### src/odufc_pkg.sv
// package: constants, codes and helpers of the odu overhead field codec
// assumes: ODU bit 1 is the msb of each byte carried on the link
package odufc_pkg;
   // ************************************************************
   // register map (byte addresses, avalon-mm, one word each)
   // ************************************************************
   localparam logic [10:0] ADDR_CTRL     = 11'h000; // psi entry mode
   localparam logic [10:0] ADDR_PM       = 11'h004; // path monitoring byte 3
   localparam logic [10:0] ADDR_TCM      = 11'h008; // tandem connection byte 3
   localparam logic [10:0] ADDR_APS      = 11'h00C; // four aps/pcc bytes
   localparam logic [10:0] ADDR_PSI      = 11'h010; // raw type and selection
   localparam logic [10:0] ADDR_FIF      = 11'h014; // forward/backward fault bytes
   localparam logic [10:0] ADDR_STATUS   = 11'h018; // multiframe and signal fail
   localparam logic [10:0] ADDR_IRQ_STAT = 11'h01C; // sticky events, read only
   localparam logic [10:0] ADDR_IRQ_CLR  = 11'h020; // write one to clear
   localparam logic [10:0] ADDR_IRQ_EN   = 11'h024; // event enables
   localparam logic [1:0]  PAGE_TTI      = 2'h1;    // 0x200..0x3FC trace bytes
   localparam logic [1:0]  PAGE_FTFL     = 2'h2;    // 0x400..0x7FC fault message
   // ************************************************************
   // field positions inside an overhead byte and in the registers
   // ************************************************************
   localparam int BEI_MSB  = 7; // bits 1-4
   localparam int BEI_LSB  = 4;
   localparam int BDI_POS  = 3; // bit 5
   localparam int STAT_MSB = 2; // bits 6-8
   localparam int PSI_SEL_LSB = 8;  // selection field in psi register
   localparam int BIAE_POS    = 4;  // alarm flag in tcm register
   localparam int STAT_REG_LSB = 5; // status field in pm/tcm register
   // ************************************************************
   // codes
   // ************************************************************
   localparam logic [3:0] BEI_MAX    = 4'h8; // largest violation count
   localparam logic [3:0] BEI_BIAE   = 4'hB; // only alignment error code
   localparam logic [2:0] TST_NO_SRC = 3'h0, TST_OK = 3'h1, TST_IAE = 3'h2;
   localparam logic [2:0] ST_LCK = 3'h5, ST_OCI = 3'h6, ST_AIS = 3'h7;
   localparam logic [2:0] PST_NORMAL = 3'h1;
   localparam logic [7:0] FIF_NONE = 8'h00, FIF_SF = 8'h01, FIF_SD = 8'h02;
   localparam logic [7:0] PT_CLIENT_LO = 8'h01, PT_CLIENT_HI = 8'h1C;
   localparam logic [7:0] PT_MUX_AMP = 8'h20, PT_MUX_GMP = 8'h21;
   localparam logic [7:0] PT_NA1 = 8'h55, PT_NA2 = 8'h66, PT_NA3 = 8'hFF;
   localparam logic [7:0] PT_PROP = 8'h80, PT_NULL = 8'hFD, PT_PRBS = 8'hFE;
   localparam logic [7:0] FTFL_BWD_IDX = 8'h80; // first byte of backward half
   // ************************************************************
   // reset values
   // ************************************************************
   localparam logic [7:0] PM_RST   = 8'h20; // status normal, no errors
   localparam logic [7:0] TCM_RST  = 8'h20; // in use without alignment error
   localparam logic [7:0] PSI_RST  = 8'h02; // asynchronous cbr
   localparam logic [2:0] IRQ_WRAP = 3'h1, IRQ_SF_ON = 3'h2, IRQ_SF_OFF = 3'h4;
   typedef enum logic [2:0] {
      PSI_CLIENT, PSI_MUX_AMP, PSI_MUX_GMP, PSI_PROPRIETARY,
      PSI_NULL_TEST, PSI_PRBS_TEST, PSI_NOT_AVAIL, PSI_OTHER
   } odufc_psi_class_t;
   // fault byte classes seen by a sink
   typedef enum logic [1:0] {FLT_NONE, FLT_SF, FLT_SD, FLT_RSVD} odufc_fault_t;

   // violation count from a bits 1-4 code; codes above eight count zero
   function automatic logic [3:0] odufc_bei_count(input logic [3:0] code);
      odufc_bei_count = (code > BEI_MAX) ? 4'h0 : code;
   endfunction

   // payload type code from a selection index
   function automatic logic [7:0] odufc_pt_from_sel(input logic [5:0] sel);
      if (sel >= 6'h01 && sel <= 6'h1C) odufc_pt_from_sel = {2'b00, sel};
      else if (sel == 6'h1D) odufc_pt_from_sel = PT_MUX_AMP;
      else if (sel == 6'h1E) odufc_pt_from_sel = PT_MUX_GMP;
      else if (sel == 6'h1F) odufc_pt_from_sel = PT_PROP;
      else if (sel == 6'h20) odufc_pt_from_sel = PT_NULL;
      else if (sel == 6'h21) odufc_pt_from_sel = PT_PRBS;
      else odufc_pt_from_sel = PT_NA3;
   endfunction
endpackage

### src/odufc_link_if.sv
// interface: per-frame overhead bytes from the device end to the far end
// assumes: both ends share one clock; all fields change only with frame
interface odufc_link_if;
   logic        frame;   // one-cycle pulse, fields below valid with it
   logic [7:0]  mfas;    // multiframe number of this frame
   logic [7:0]  pm3;     // path monitoring third byte
   logic [7:0]  tcm3;    // tandem connection third byte
   logic [7:0]  pm_tti;  // path trace byte of this frame
   logic [7:0]  tcm_tti; // tandem trace byte of this frame
   logic [31:0] aps;     // aps/pcc bytes, first byte in [31:24]
   logic [7:0]  psi0;    // payload type byte
   logic [7:0]  ftfl;    // fault message byte of this frame
   modport dev (output frame, mfas, pm3, tcm3, pm_tti, tcm_tti, aps, psi0, ftfl);
   modport far (input  frame, mfas, pm3, tcm3, pm_tti, tcm_tti, aps, psi0, ftfl);
endinterface

### src/odufc_dev_end.sv
// device end: holds the overhead fields and inserts them in every frame
// assumes: frame tick and signal fail come from framer logic on CLOCK_I

// Overview of operation
// - bits 1-4 carry violation count 0..8
// - only code 1011 means alignment error
// - bit 5 follows signal fail
// - tandem status codes in bits 6-8
// - fault message has forward, backward 128-byte halves
// - fault byte: none, fail, degrade, reserved
// - operator id: country code plus carrier code
// - path bits 1-4 count, no alignment code
// - 64-byte trace, one byte per frame
// - path status codes in bits 6-8
// - aps first byte: request, protection type
// - defined protection request codes
// - payload type raw or selected
// - codes 01-1C are client mappings
// - codes 20 and 21 are multiplex structures
// - test, proprietary and unavailable type codes
// - multiframe count 0..255, wrapping
module odufc_dev_end import odufc_pkg::*; (
   // clock and reset
   input  wire logic        CLOCK_I,
   input  wire logic        SRST_I,
   // framer side
   input  wire logic        FRAME_TICK_I,
   input  wire logic        SIGNAL_FAIL_I,
   // avalon-mm slave
   input  wire logic [10:0] AVS_ADDRESS_I,
   input  wire logic        AVS_READ_I,
   input  wire logic        AVS_WRITE_I,
   input  wire logic [31:0] AVS_WRITEDATA_I,
   output logic      [31:0] AVS_READDATA_O,
   output logic             AVS_WAITREQUEST_O,
   // interrupt
   output logic             IRQ_O,
   // link
   odufc_link_if.dev        link
);
   // ************************************************************
   // storage
   // ************************************************************
   logic [7:0]  tti_mem [0:127]; // path trace 0..63, tandem 64..127
   logic [7:0]  ftfl_mem [0:255]; // fault message bytes
   logic        psi_mode_q;      // 1: payload type from selection
   logic [7:0]  pm_q;            // count [3:0], status [7:5]
   logic [7:0]  tcm_q;           // count [3:0], alarm [4], status [7:5]
   logic [31:0] aps_q;           // aps/pcc bytes
   logic [7:0]  psi_raw_q;       // raw payload type
   logic [5:0]  psi_sel_q;       // payload type selection
   logic [15:0] fif_q;           // forward [7:0], backward [15:8]
   logic [7:0]  mfas_q;          // multiframe counter
   logic        sf_q;            // signal fail, last cycle
   logic [2:0]  irq_st_q;        // sticky events
   logic [2:0]  irq_en_q;        // event enables
   logic        wait_q;          // waitrequest
   logic [31:0] rdata_q;         // read data
   logic        irq_q;           // interrupt level
   logic        wr_go;           // write accepted this cycle
   logic        rd_go;           // read data taken in the wait cycle
   logic [2:0]  ev;              // events this cycle
   logic [1:0]  page;            // address page
   logic [31:0] rd_mux;          // read data source
   logic [3:0]  pm_bei;          // encoded path count
   logic [3:0]  tcm_bei;         // encoded tandem count
   logic [7:0]  ftfl_byte;       // fault byte for this frame
   logic [7:0]  psi0;            // payload type for this frame

   assign page  = AVS_ADDRESS_I[10:9];
   assign wr_go = AVS_WRITE_I && !wait_q;
   assign rd_go = AVS_READ_I && wait_q;

   // ************************************************************
   // avalon handshake: one wait cycle, then the answer
   // ************************************************************
   // drop waitrequest for one cycle per request
   always_ff @(posedge CLOCK_I) begin
      if (SRST_I) begin
         wait_q <= 1'b1;
      end else if ((AVS_READ_I || AVS_WRITE_I) && wait_q) begin
         wait_q <= 1'b0;
      end else begin
         wait_q <= 1'b1;
      end
   end

   // read data mux; unmapped addresses read zero
   always_comb begin
      rd_mux = 32'h0000_0000;
      if (page == PAGE_TTI) begin
         rd_mux = {24'h00_0000, tti_mem[AVS_ADDRESS_I[8:2]]};
      end else if (page >= PAGE_FTFL) begin
         rd_mux = {24'h00_0000, ftfl_mem[AVS_ADDRESS_I[9:2]]};
      end else begin
         case (AVS_ADDRESS_I)
            ADDR_CTRL:     rd_mux = {31'h0, psi_mode_q};
            ADDR_PM:       rd_mux = {24'h00_0000, pm_q};
            ADDR_TCM:      rd_mux = {24'h00_0000, tcm_q};
            ADDR_APS:      rd_mux = aps_q;
            ADDR_PSI:      rd_mux = {18'h0, psi_sel_q, psi_raw_q};
            ADDR_FIF:      rd_mux = {16'h0000, fif_q};
            ADDR_STATUS:   rd_mux = {23'h0, sf_q, mfas_q};
            ADDR_IRQ_STAT: rd_mux = {29'h0, irq_st_q};
            ADDR_IRQ_EN:   rd_mux = {29'h0, irq_en_q};
            default:       rd_mux = 32'h0000_0000; // clear reg and holes
         endcase
      end
   end

   // capture read data with the answer
   always_ff @(posedge CLOCK_I) begin
      if (SRST_I) begin
         rdata_q <= 32'h0000_0000;
      end else if (rd_go) begin
         rdata_q <= rd_mux;
      end
   end

   // ************************************************************
   // configuration registers
   // ************************************************************
   // held until software writes again
   always_ff @(posedge CLOCK_I) begin
      if (SRST_I) begin
         psi_mode_q <= 1'b0;
         pm_q       <= PM_RST;
         tcm_q      <= TCM_RST;
         aps_q      <= 32'h0000_0000;
         psi_raw_q  <= PSI_RST;
         psi_sel_q  <= 6'h02;
         fif_q      <= {FIF_NONE, FIF_NONE};
         irq_en_q   <= 3'h0;
      end else if (wr_go) begin
         case (AVS_ADDRESS_I)
            ADDR_CTRL:   psi_mode_q <= AVS_WRITEDATA_I[0];
            ADDR_PM:     pm_q       <= AVS_WRITEDATA_I[7:0];
            ADDR_TCM:    tcm_q      <= AVS_WRITEDATA_I[7:0];
            ADDR_APS:    aps_q      <= AVS_WRITEDATA_I;
            ADDR_PSI: begin
               psi_raw_q <= AVS_WRITEDATA_I[7:0];
               psi_sel_q <= AVS_WRITEDATA_I[PSI_SEL_LSB+5:PSI_SEL_LSB];
            end
            ADDR_FIF:    fif_q      <= AVS_WRITEDATA_I[15:0];
            ADDR_IRQ_EN: irq_en_q   <= AVS_WRITEDATA_I[2:0];
            default: begin
            end
         endcase
      end
   end

   // trace and fault message memories, one byte per word
   always_ff @(posedge CLOCK_I) begin
      if (wr_go && page == PAGE_TTI) begin
         tti_mem[AVS_ADDRESS_I[8:2]] <= AVS_WRITEDATA_I[7:0];
      end
      if (wr_go && page >= PAGE_FTFL) begin
         ftfl_mem[AVS_ADDRESS_I[9:2]] <= AVS_WRITEDATA_I[7:0];
      end
   end

   // ************************************************************
   // interrupts
   // ************************************************************
   assign ev[0] = FRAME_TICK_I && (mfas_q == 8'hFF);
   assign ev[1] = SIGNAL_FAIL_I && !sf_q;
   assign ev[2] = !SIGNAL_FAIL_I && sf_q;

   // sticky events; a new event wins over its clear
   always_ff @(posedge CLOCK_I) begin
      if (SRST_I) begin
         irq_st_q <= 3'h0;
         sf_q     <= 1'b0;
         irq_q    <= 1'b0;
      end else begin
         sf_q <= SIGNAL_FAIL_I;
         if (wr_go && AVS_ADDRESS_I == ADDR_IRQ_CLR) begin
            irq_st_q <= (irq_st_q & ~AVS_WRITEDATA_I[2:0]) | ev;
         end else begin
            irq_st_q <= irq_st_q | ev;
         end
         irq_q <= |(irq_st_q & irq_en_q);
      end
   end

   // ************************************************************
   // field encoding
   // ************************************************************
   // counts above eight are sent as eight
   assign pm_bei  = (pm_q[3:0] > BEI_MAX) ? BEI_MAX : pm_q[3:0];
   // alarm flag replaces the count with the single alarm code
   assign tcm_bei = tcm_q[BIAE_POS] ? BEI_BIAE :
                    ((tcm_q[3:0] > BEI_MAX) ? BEI_MAX : tcm_q[3:0]);
   // payload type: raw byte or chosen defined type
   assign psi0 = psi_mode_q ? odufc_pt_from_sel(psi_sel_q) : psi_raw_q;
   // fault bytes at the head of each half come from the fault register
   always_comb begin
      ftfl_byte = ftfl_mem[mfas_q];
      if (mfas_q == 8'h00) begin
         ftfl_byte = fif_q[7:0];
      end else if (mfas_q == FTFL_BWD_IDX) begin
         ftfl_byte = fif_q[15:8];
      end
   end

   // ************************************************************
   // multiframe counter and frame insertion
   // ************************************************************
   // count frames, wrap after 255
   always_ff @(posedge CLOCK_I) begin
      if (SRST_I) begin
         mfas_q <= 8'h00;
      end else if (FRAME_TICK_I) begin
         mfas_q <= mfas_q + 8'h01;
      end
   end

   // send every field with each frame
   always_ff @(posedge CLOCK_I) begin
      if (SRST_I) begin
         link.frame   <= 1'b0;
         link.mfas    <= 8'h00;
         link.pm3     <= 8'h00;
         link.tcm3    <= 8'h00;
         link.pm_tti  <= 8'h00;
         link.tcm_tti <= 8'h00;
         link.aps     <= 32'h0000_0000;
         link.psi0    <= 8'h00;
         link.ftfl    <= 8'h00;
      end else begin
         link.frame <= FRAME_TICK_I;
         if (FRAME_TICK_I) begin
            link.mfas    <= mfas_q;
            link.pm3     <= {pm_bei, SIGNAL_FAIL_I, pm_q[7:STAT_REG_LSB]};
            link.tcm3    <= {tcm_bei, SIGNAL_FAIL_I, tcm_q[7:STAT_REG_LSB]};
            link.pm_tti  <= tti_mem[{1'b0, mfas_q[5:0]}];
            link.tcm_tti <= tti_mem[{1'b1, mfas_q[5:0]}];
            link.aps     <= aps_q;
            link.psi0    <= psi0;
            link.ftfl    <= ftfl_byte;
         end
      end
   end

   assign AVS_WAITREQUEST_O = wait_q;
   assign AVS_READDATA_O    = rdata_q;
   assign IRQ_O             = irq_q;
endmodule // odufc_dev_end

### src/flat_wrapper.sv
// flat-port wrapper written by rule: the top's interface ports become plain ports
module odufc_dev_end_flat import odufc_pkg::*;
  (CLOCK_I, SRST_I, FRAME_TICK_I, SIGNAL_FAIL_I, AVS_ADDRESS_I, AVS_READ_I, AVS_WRITE_I, AVS_WRITEDATA_I, AVS_READDATA_O, AVS_WAITREQUEST_O, IRQ_O, link_frame, link_mfas, link_pm3, link_tcm3, link_pm_tti, link_tcm_tti, link_aps, link_psi0, link_ftfl);
  odufc_link_if link_i ();
  input  wire logic CLOCK_I;
  input  wire logic SRST_I;
  input  wire logic FRAME_TICK_I;
  input  wire logic SIGNAL_FAIL_I;
  input  wire logic [10:0] AVS_ADDRESS_I;
  input  wire logic AVS_READ_I;
  input  wire logic AVS_WRITE_I;
  input  wire logic [31:0] AVS_WRITEDATA_I;
  output logic      [31:0] AVS_READDATA_O;
  output logic AVS_WAITREQUEST_O;
  output logic IRQ_O;
  output wire logic [$bits(link_i.frame)-1:0] link_frame;
  output wire logic [$bits(link_i.mfas)-1:0] link_mfas;
  output wire logic [$bits(link_i.pm3)-1:0] link_pm3;
  output wire logic [$bits(link_i.tcm3)-1:0] link_tcm3;
  output wire logic [$bits(link_i.pm_tti)-1:0] link_pm_tti;
  output wire logic [$bits(link_i.tcm_tti)-1:0] link_tcm_tti;
  output wire logic [$bits(link_i.aps)-1:0] link_aps;
  output wire logic [$bits(link_i.psi0)-1:0] link_psi0;
  output wire logic [$bits(link_i.ftfl)-1:0] link_ftfl;
  assign link_frame = link_i.frame;
  assign link_mfas = link_i.mfas;
  assign link_pm3 = link_i.pm3;
  assign link_tcm3 = link_i.tcm3;
  assign link_pm_tti = link_i.pm_tti;
  assign link_tcm_tti = link_i.tcm_tti;
  assign link_aps = link_i.aps;
  assign link_psi0 = link_i.psi0;
  assign link_ftfl = link_i.ftfl;
  odufc_dev_end u_core (.CLOCK_I(CLOCK_I), .SRST_I(SRST_I), .FRAME_TICK_I(FRAME_TICK_I), .SIGNAL_FAIL_I(SIGNAL_FAIL_I), .AVS_ADDRESS_I(AVS_ADDRESS_I), .AVS_READ_I(AVS_READ_I), .AVS_WRITE_I(AVS_WRITE_I), .AVS_WRITEDATA_I(AVS_WRITEDATA_I), .AVS_READDATA_O(AVS_READDATA_O), .AVS_WAITREQUEST_O(AVS_WAITREQUEST_O), .IRQ_O(IRQ_O), .link(link_i));
endmodule
### config.mk
export PLATFORM = sky130hd
export DESIGN_NAME = odufc_dev_end_flat
export DESIGN_NICKNAME = d
export VERILOG_FILES = /design/src/odufc_pkg.sv /design/src/odufc_link_if.sv /design/src/odufc_dev_end.sv /design/src/flat_wrapper.sv
export SDC_FILE = /design/constraint.sdc
export NUM_CORES = 2
export LEC_CHECK = 0
export BUFFER_PORTS_ARGS = -buffer_cell sky130_fd_sc_hd__buf_2
export CELL_PAD_IN_SITES_DETAIL_PLACEMENT = 1
export CELL_PAD_IN_SITES_GLOBAL_PLACEMENT = 1
export CORE_ASPECT_RATIO = 1.75
export CORE_UTILIZATION = 50
export DETAILED_ROUTE_END_ITERATION = 10
export MAX_ROUTING_LAYER = met4
export PLACE_DENSITY_LB_ADDON = 0.1
export SLEW_MARGIN = 20
export SYNTH_ARGS = -nofsm -noshare
export SYNTH_HDL_FRONTEND = slang
export SYNTH_SLANG_ARGS = --single-unit
### constraint.sdc
create_clock -name CLOCK_I -period 3.1 [get_ports CLOCK_I]
set_clock_uncertainty 0.1 [all_clocks]
set_input_delay 0.155 -clock CLOCK_I [delete_from_list [all_inputs] [get_ports CLOCK_I]]
set_output_delay 0.155 -clock CLOCK_I [all_outputs]
set_load 0.01 [all_outputs]
==> metrics.md <==
| Metric | Value |
|---|---|
| Status | complete, but fails checks |
| Failing checks | negative setup slack |
| Die W | between 400 and 500 um |
| Nets | 10000 |
| Max_cap viols | 0 |
| Routed via count | 99800 |
| Worst Setup End Kind | flip-flop |
| Part of the cycle the worst path needs | 113% |
| Sequential fraction of the synthesis area | 63.3% |
| Top_reg_cell synth | edfxtp_1 |
| Post-route ant nets | 0 |
| Clock sink count | 3296 |
| Largest fanout on the critical path | 15 |
| Core Region | 304000 um^2 |
| Worst setup SP type | flip-flop |
| Initial antenna violation count | 41 |
| Synth warnings | 0 |
| RSZ-0062 raised after global routing | true |
| R2R Setup Slk | -0.42 ns |
| CTS tree | yes |
| Synth unique cells | 86 |
| IO Port Bufs | 171 |
| Worst Hold End | u_core.sf_q |
| Mapped Nets | 8308 |
| Number of global-route vias before repair | 104000 |
| Worst-Margin Slew | approximately 1.3 ns |
| # setup viols final | 20 |
| Vias per inst | 6.99 |
| Min Tclk post-route | around 3.5 ns |
| # H-tree levels | 5 |
| Setup CP Type | reg -> reg |
| Die Height | roughly 730 um |
| R2R Path End | u_core.link.ftfl[0] |
| Slew HR | 11.6% |
| Layout cells sized above 1 | around 42% |
| WP data required | between 3 and 4 ns |
| Hold path depth | 3 |
| Endpoints failing hold | 0 |
| Grt total ovfl | 0 |
| Slew Limit Fails | 0 |
| # IOs | ~170 |
| Final WL | about 660 mm |
| Arrival @ worst endpoint | 4.19 ns |
| Yosys reg bits | 3296 |
| Root Buffer Master | clkbuf_16 |
| Leakage | roughly 0.061 uW |
| Iteration-0 DRC Markers | between 10000 and 15000 |
| Post-synth EDFFs | 3072 |
| R2R depth | 14 |
| TritonCTS buffer count | 314 |
| Hpwl dp | 479 mm |
| DR pass1 iterations | 6 |
| Routed length per instance | 45.9 um |
| Worst slack, placed | -1.61 ns |
| DRC | 0 |
| HP Class | in -> reg |
| Fmax | 0.284 GHz |
| # fillers | 26300 |
| Cell Area, Synth | 153000 um^2 |
| Peak VDD IR | 0.530 mV |
| Pwr Total | just over 100000 uW |
| Pwr dens | 545 nW/um^2 |
| Clk buf depth | 4 |
| Async set or reset register ratio after synthesis | 0% |
| Row count | 268 |
| Worst setup margin | -0.418 ns |
| Area growth syn-to-layout | 21.0% |
| Syn_area_per_cell | 18.5 um^2 |
| Initial Utilization | 50.3% |
| Die area | 308000 um^2 |
| Worst-Skew Late Latency | 0.96 ns |
| Clock transition at path regs | approximately 0.070 ns |
| Cell count after synthesis | 8257 |
| Min Hold Slack | just under 0.08 ns |
| First-pass GRT wire length | 883 mm |
| RD Place Congestion | 1.05 |
| GRT Util Overall | 44.1% |
| Hold Startpoint | SIGNAL_FAIL_I |
| Largest net degree at the start of global routing | roughly 140 |
[power breakdown]
part	total, uW	internal, uW	switching, uW
sequential	48700	48600	104
combinational	11900	5080	6830
clock	40200	22300	17900
total	101000	76000	24800
[logic make-up (layout without fill, tap and decap cells)]
| group | after synthesis | count (layout) | share of synthesized area [%] |
|---|---|---|---|
| compound gates | 849 | 849 | 3.79 |
| xor+xnor | 8 | 8 | 0.0458 |
| fa+ha+maj | 2 | 2 | 0.0164 |
| buf+inv | 689 | 2622 | 2.42 |
| flops | 3296 | 3296 | 63.3 |
| mux | 2045 | 2045 | 26.6 |
| other cells | 0 | 46 | 0 |
| simple gates | 1368 | 1368 | 3.86 |
[through the flow]
stage	instance area (um^2)	instances	util, %	setup TNS [ns]
after CTS	184000	14200	60.6	-2.86
final	185000	14300	60.8	-2.95
after global routing	185000	14300	60.8	-2.91
after detailed placement	172000	13500	56.5	-30.67
after floorplan	153000	8257	-	0
after global placement	172000	13500	56.5	-28.14
[worst max path at each step]
| stage | start | to | slack (ns) | cells past startpoint |
|---|---|---|---|---|
| finish | flip-flop | u_core.link.ftfl[0] | -0.42 | 14 |
| global route | flip-flop | u_core.link.ftfl[2] | -0.41 | 12 |
| CTS | flip-flop | u_core.link.ftfl[6] | -0.37 | 11 |
| detailed placement | AVS_ADDRESS_I[2] | u_core.AVS_READDATA_O[6] | -1.61 | 14 |
| global placement | AVS_ADDRESS_I[2] | u_core.AVS_READDATA_O[6] | -1.59 | 14 |
| floorplan | AVS_ADDRESS_I[8] | u_core.tti_mem[120][0] | 0.12 | 8 |
[critical path: stages (launching register included)]
cell and delay (ns):
dfxtp_4 0.38, buf_12 0.20, buf_16 0.20, buf_4 0.15
buf_12 0.17, mux2i_2 0.49, o22ai_1 0.27, o21ai_0 0.22
a21oi_1 0.13, o31ai_2 0.29, buf_4 0.17, nand4_1 0.09
buf_4 0.17, a211oi_4 0.22, nor3_1 0.08
[registers in the layout, indices dropped and copies added, names as in the netlist, 16 cells and up, named ones only]
| signal | flops |
|---|---|
| u_core.AVS_READDATA_O | 32 |
| u_core.aps_q | 32 |
| u_core.fif_q | 16 |
| u_core.ftfl_mem | 2048 |
| u_core.link.aps | 32 |
| u_core.tti_mem | 1024 |
[cell usage in the layout, fill, tap and decap left out, types with 34 or more instances in the layout]
cell type,n
edfxtp_1,3072
mux4_2,1611
buf_4,1482
nor2_1,581
nand2_1,421
mux2i_1,398
clkbuf_16,325
buf_12,261
a21oi_1,225
dfxtp_1,214
buf_2,155
a22oi_1,149
nand3_1,101
dlygate4sd3_1,83
o21ai_0,63
a211oi_1,57
clkinv_2,57
nor2b_1,49
diode_2,46
clkinv_1,46
clkbuf_1,40
nor3_1,38
o22ai_1,38
bufinv_16,35
o221ai_1,34
[what timing repair did]
action | in CTS | in global routing
cloned | 16 | 2
resized for setup | 145 | 68
setup buffers | 41 | 9
pin swaps | 12 | 12
hold buffers | 84 | 0
endpoints found under the setup margin | 31 | 32
endpoints found under the hold margin | 1900 | 0
[metal layers]
layer  global-route usage, %  vias to the layer above  wire, um
met4                    41.6                        0     77900
met1                    45.4                    53800    205000
li1                        -                    38300         -
met5                       -                        -         0
met2                    71.1                     5825    328000
met3                    7.27                     1946     44800
[final cells by class]
class / instances / area (um^2) / area share [%]
diodes: 46 / 115 / 0.0622
flip-flops and latches: 3296 / 96800 / 52.3
repair buffers: 2052 / 19300 / 10.5
clock buffers: 373 / 8370 / 4.53
well taps: 4050 / 5070 / 2.74
clock inverters: 184 / 1950 / 1.05
inverters: 13 / 62.6 / 0.0338
multi-input cells: 4272 / 53300 / 28.8
[cells in the mapped netlist (59+ instances only)]
cell / number / area [um^2]
a21oi_1: 230 / 1150
dfxtp_1: 224 / 4480
clkbuf_1: 280 / 1050
nor2b_1: 59 / 369
buf_2: 174 / 871
mux4_2: 1611 / 36300
nor2_1: 590 / 2210
buf_1: 71 / 267
a22oi_1: 150 / 1130
nand3_1: 102 / 510
edfxtp_1: 3072 / 92200
nand2_1: 436 / 1640
a211oi_1: 71 / 533
o21ai_0: 69 / 345
buf_4: 86 / 646
mux2i_1: 411 / 4110
(Power assumes the default switching activity.)
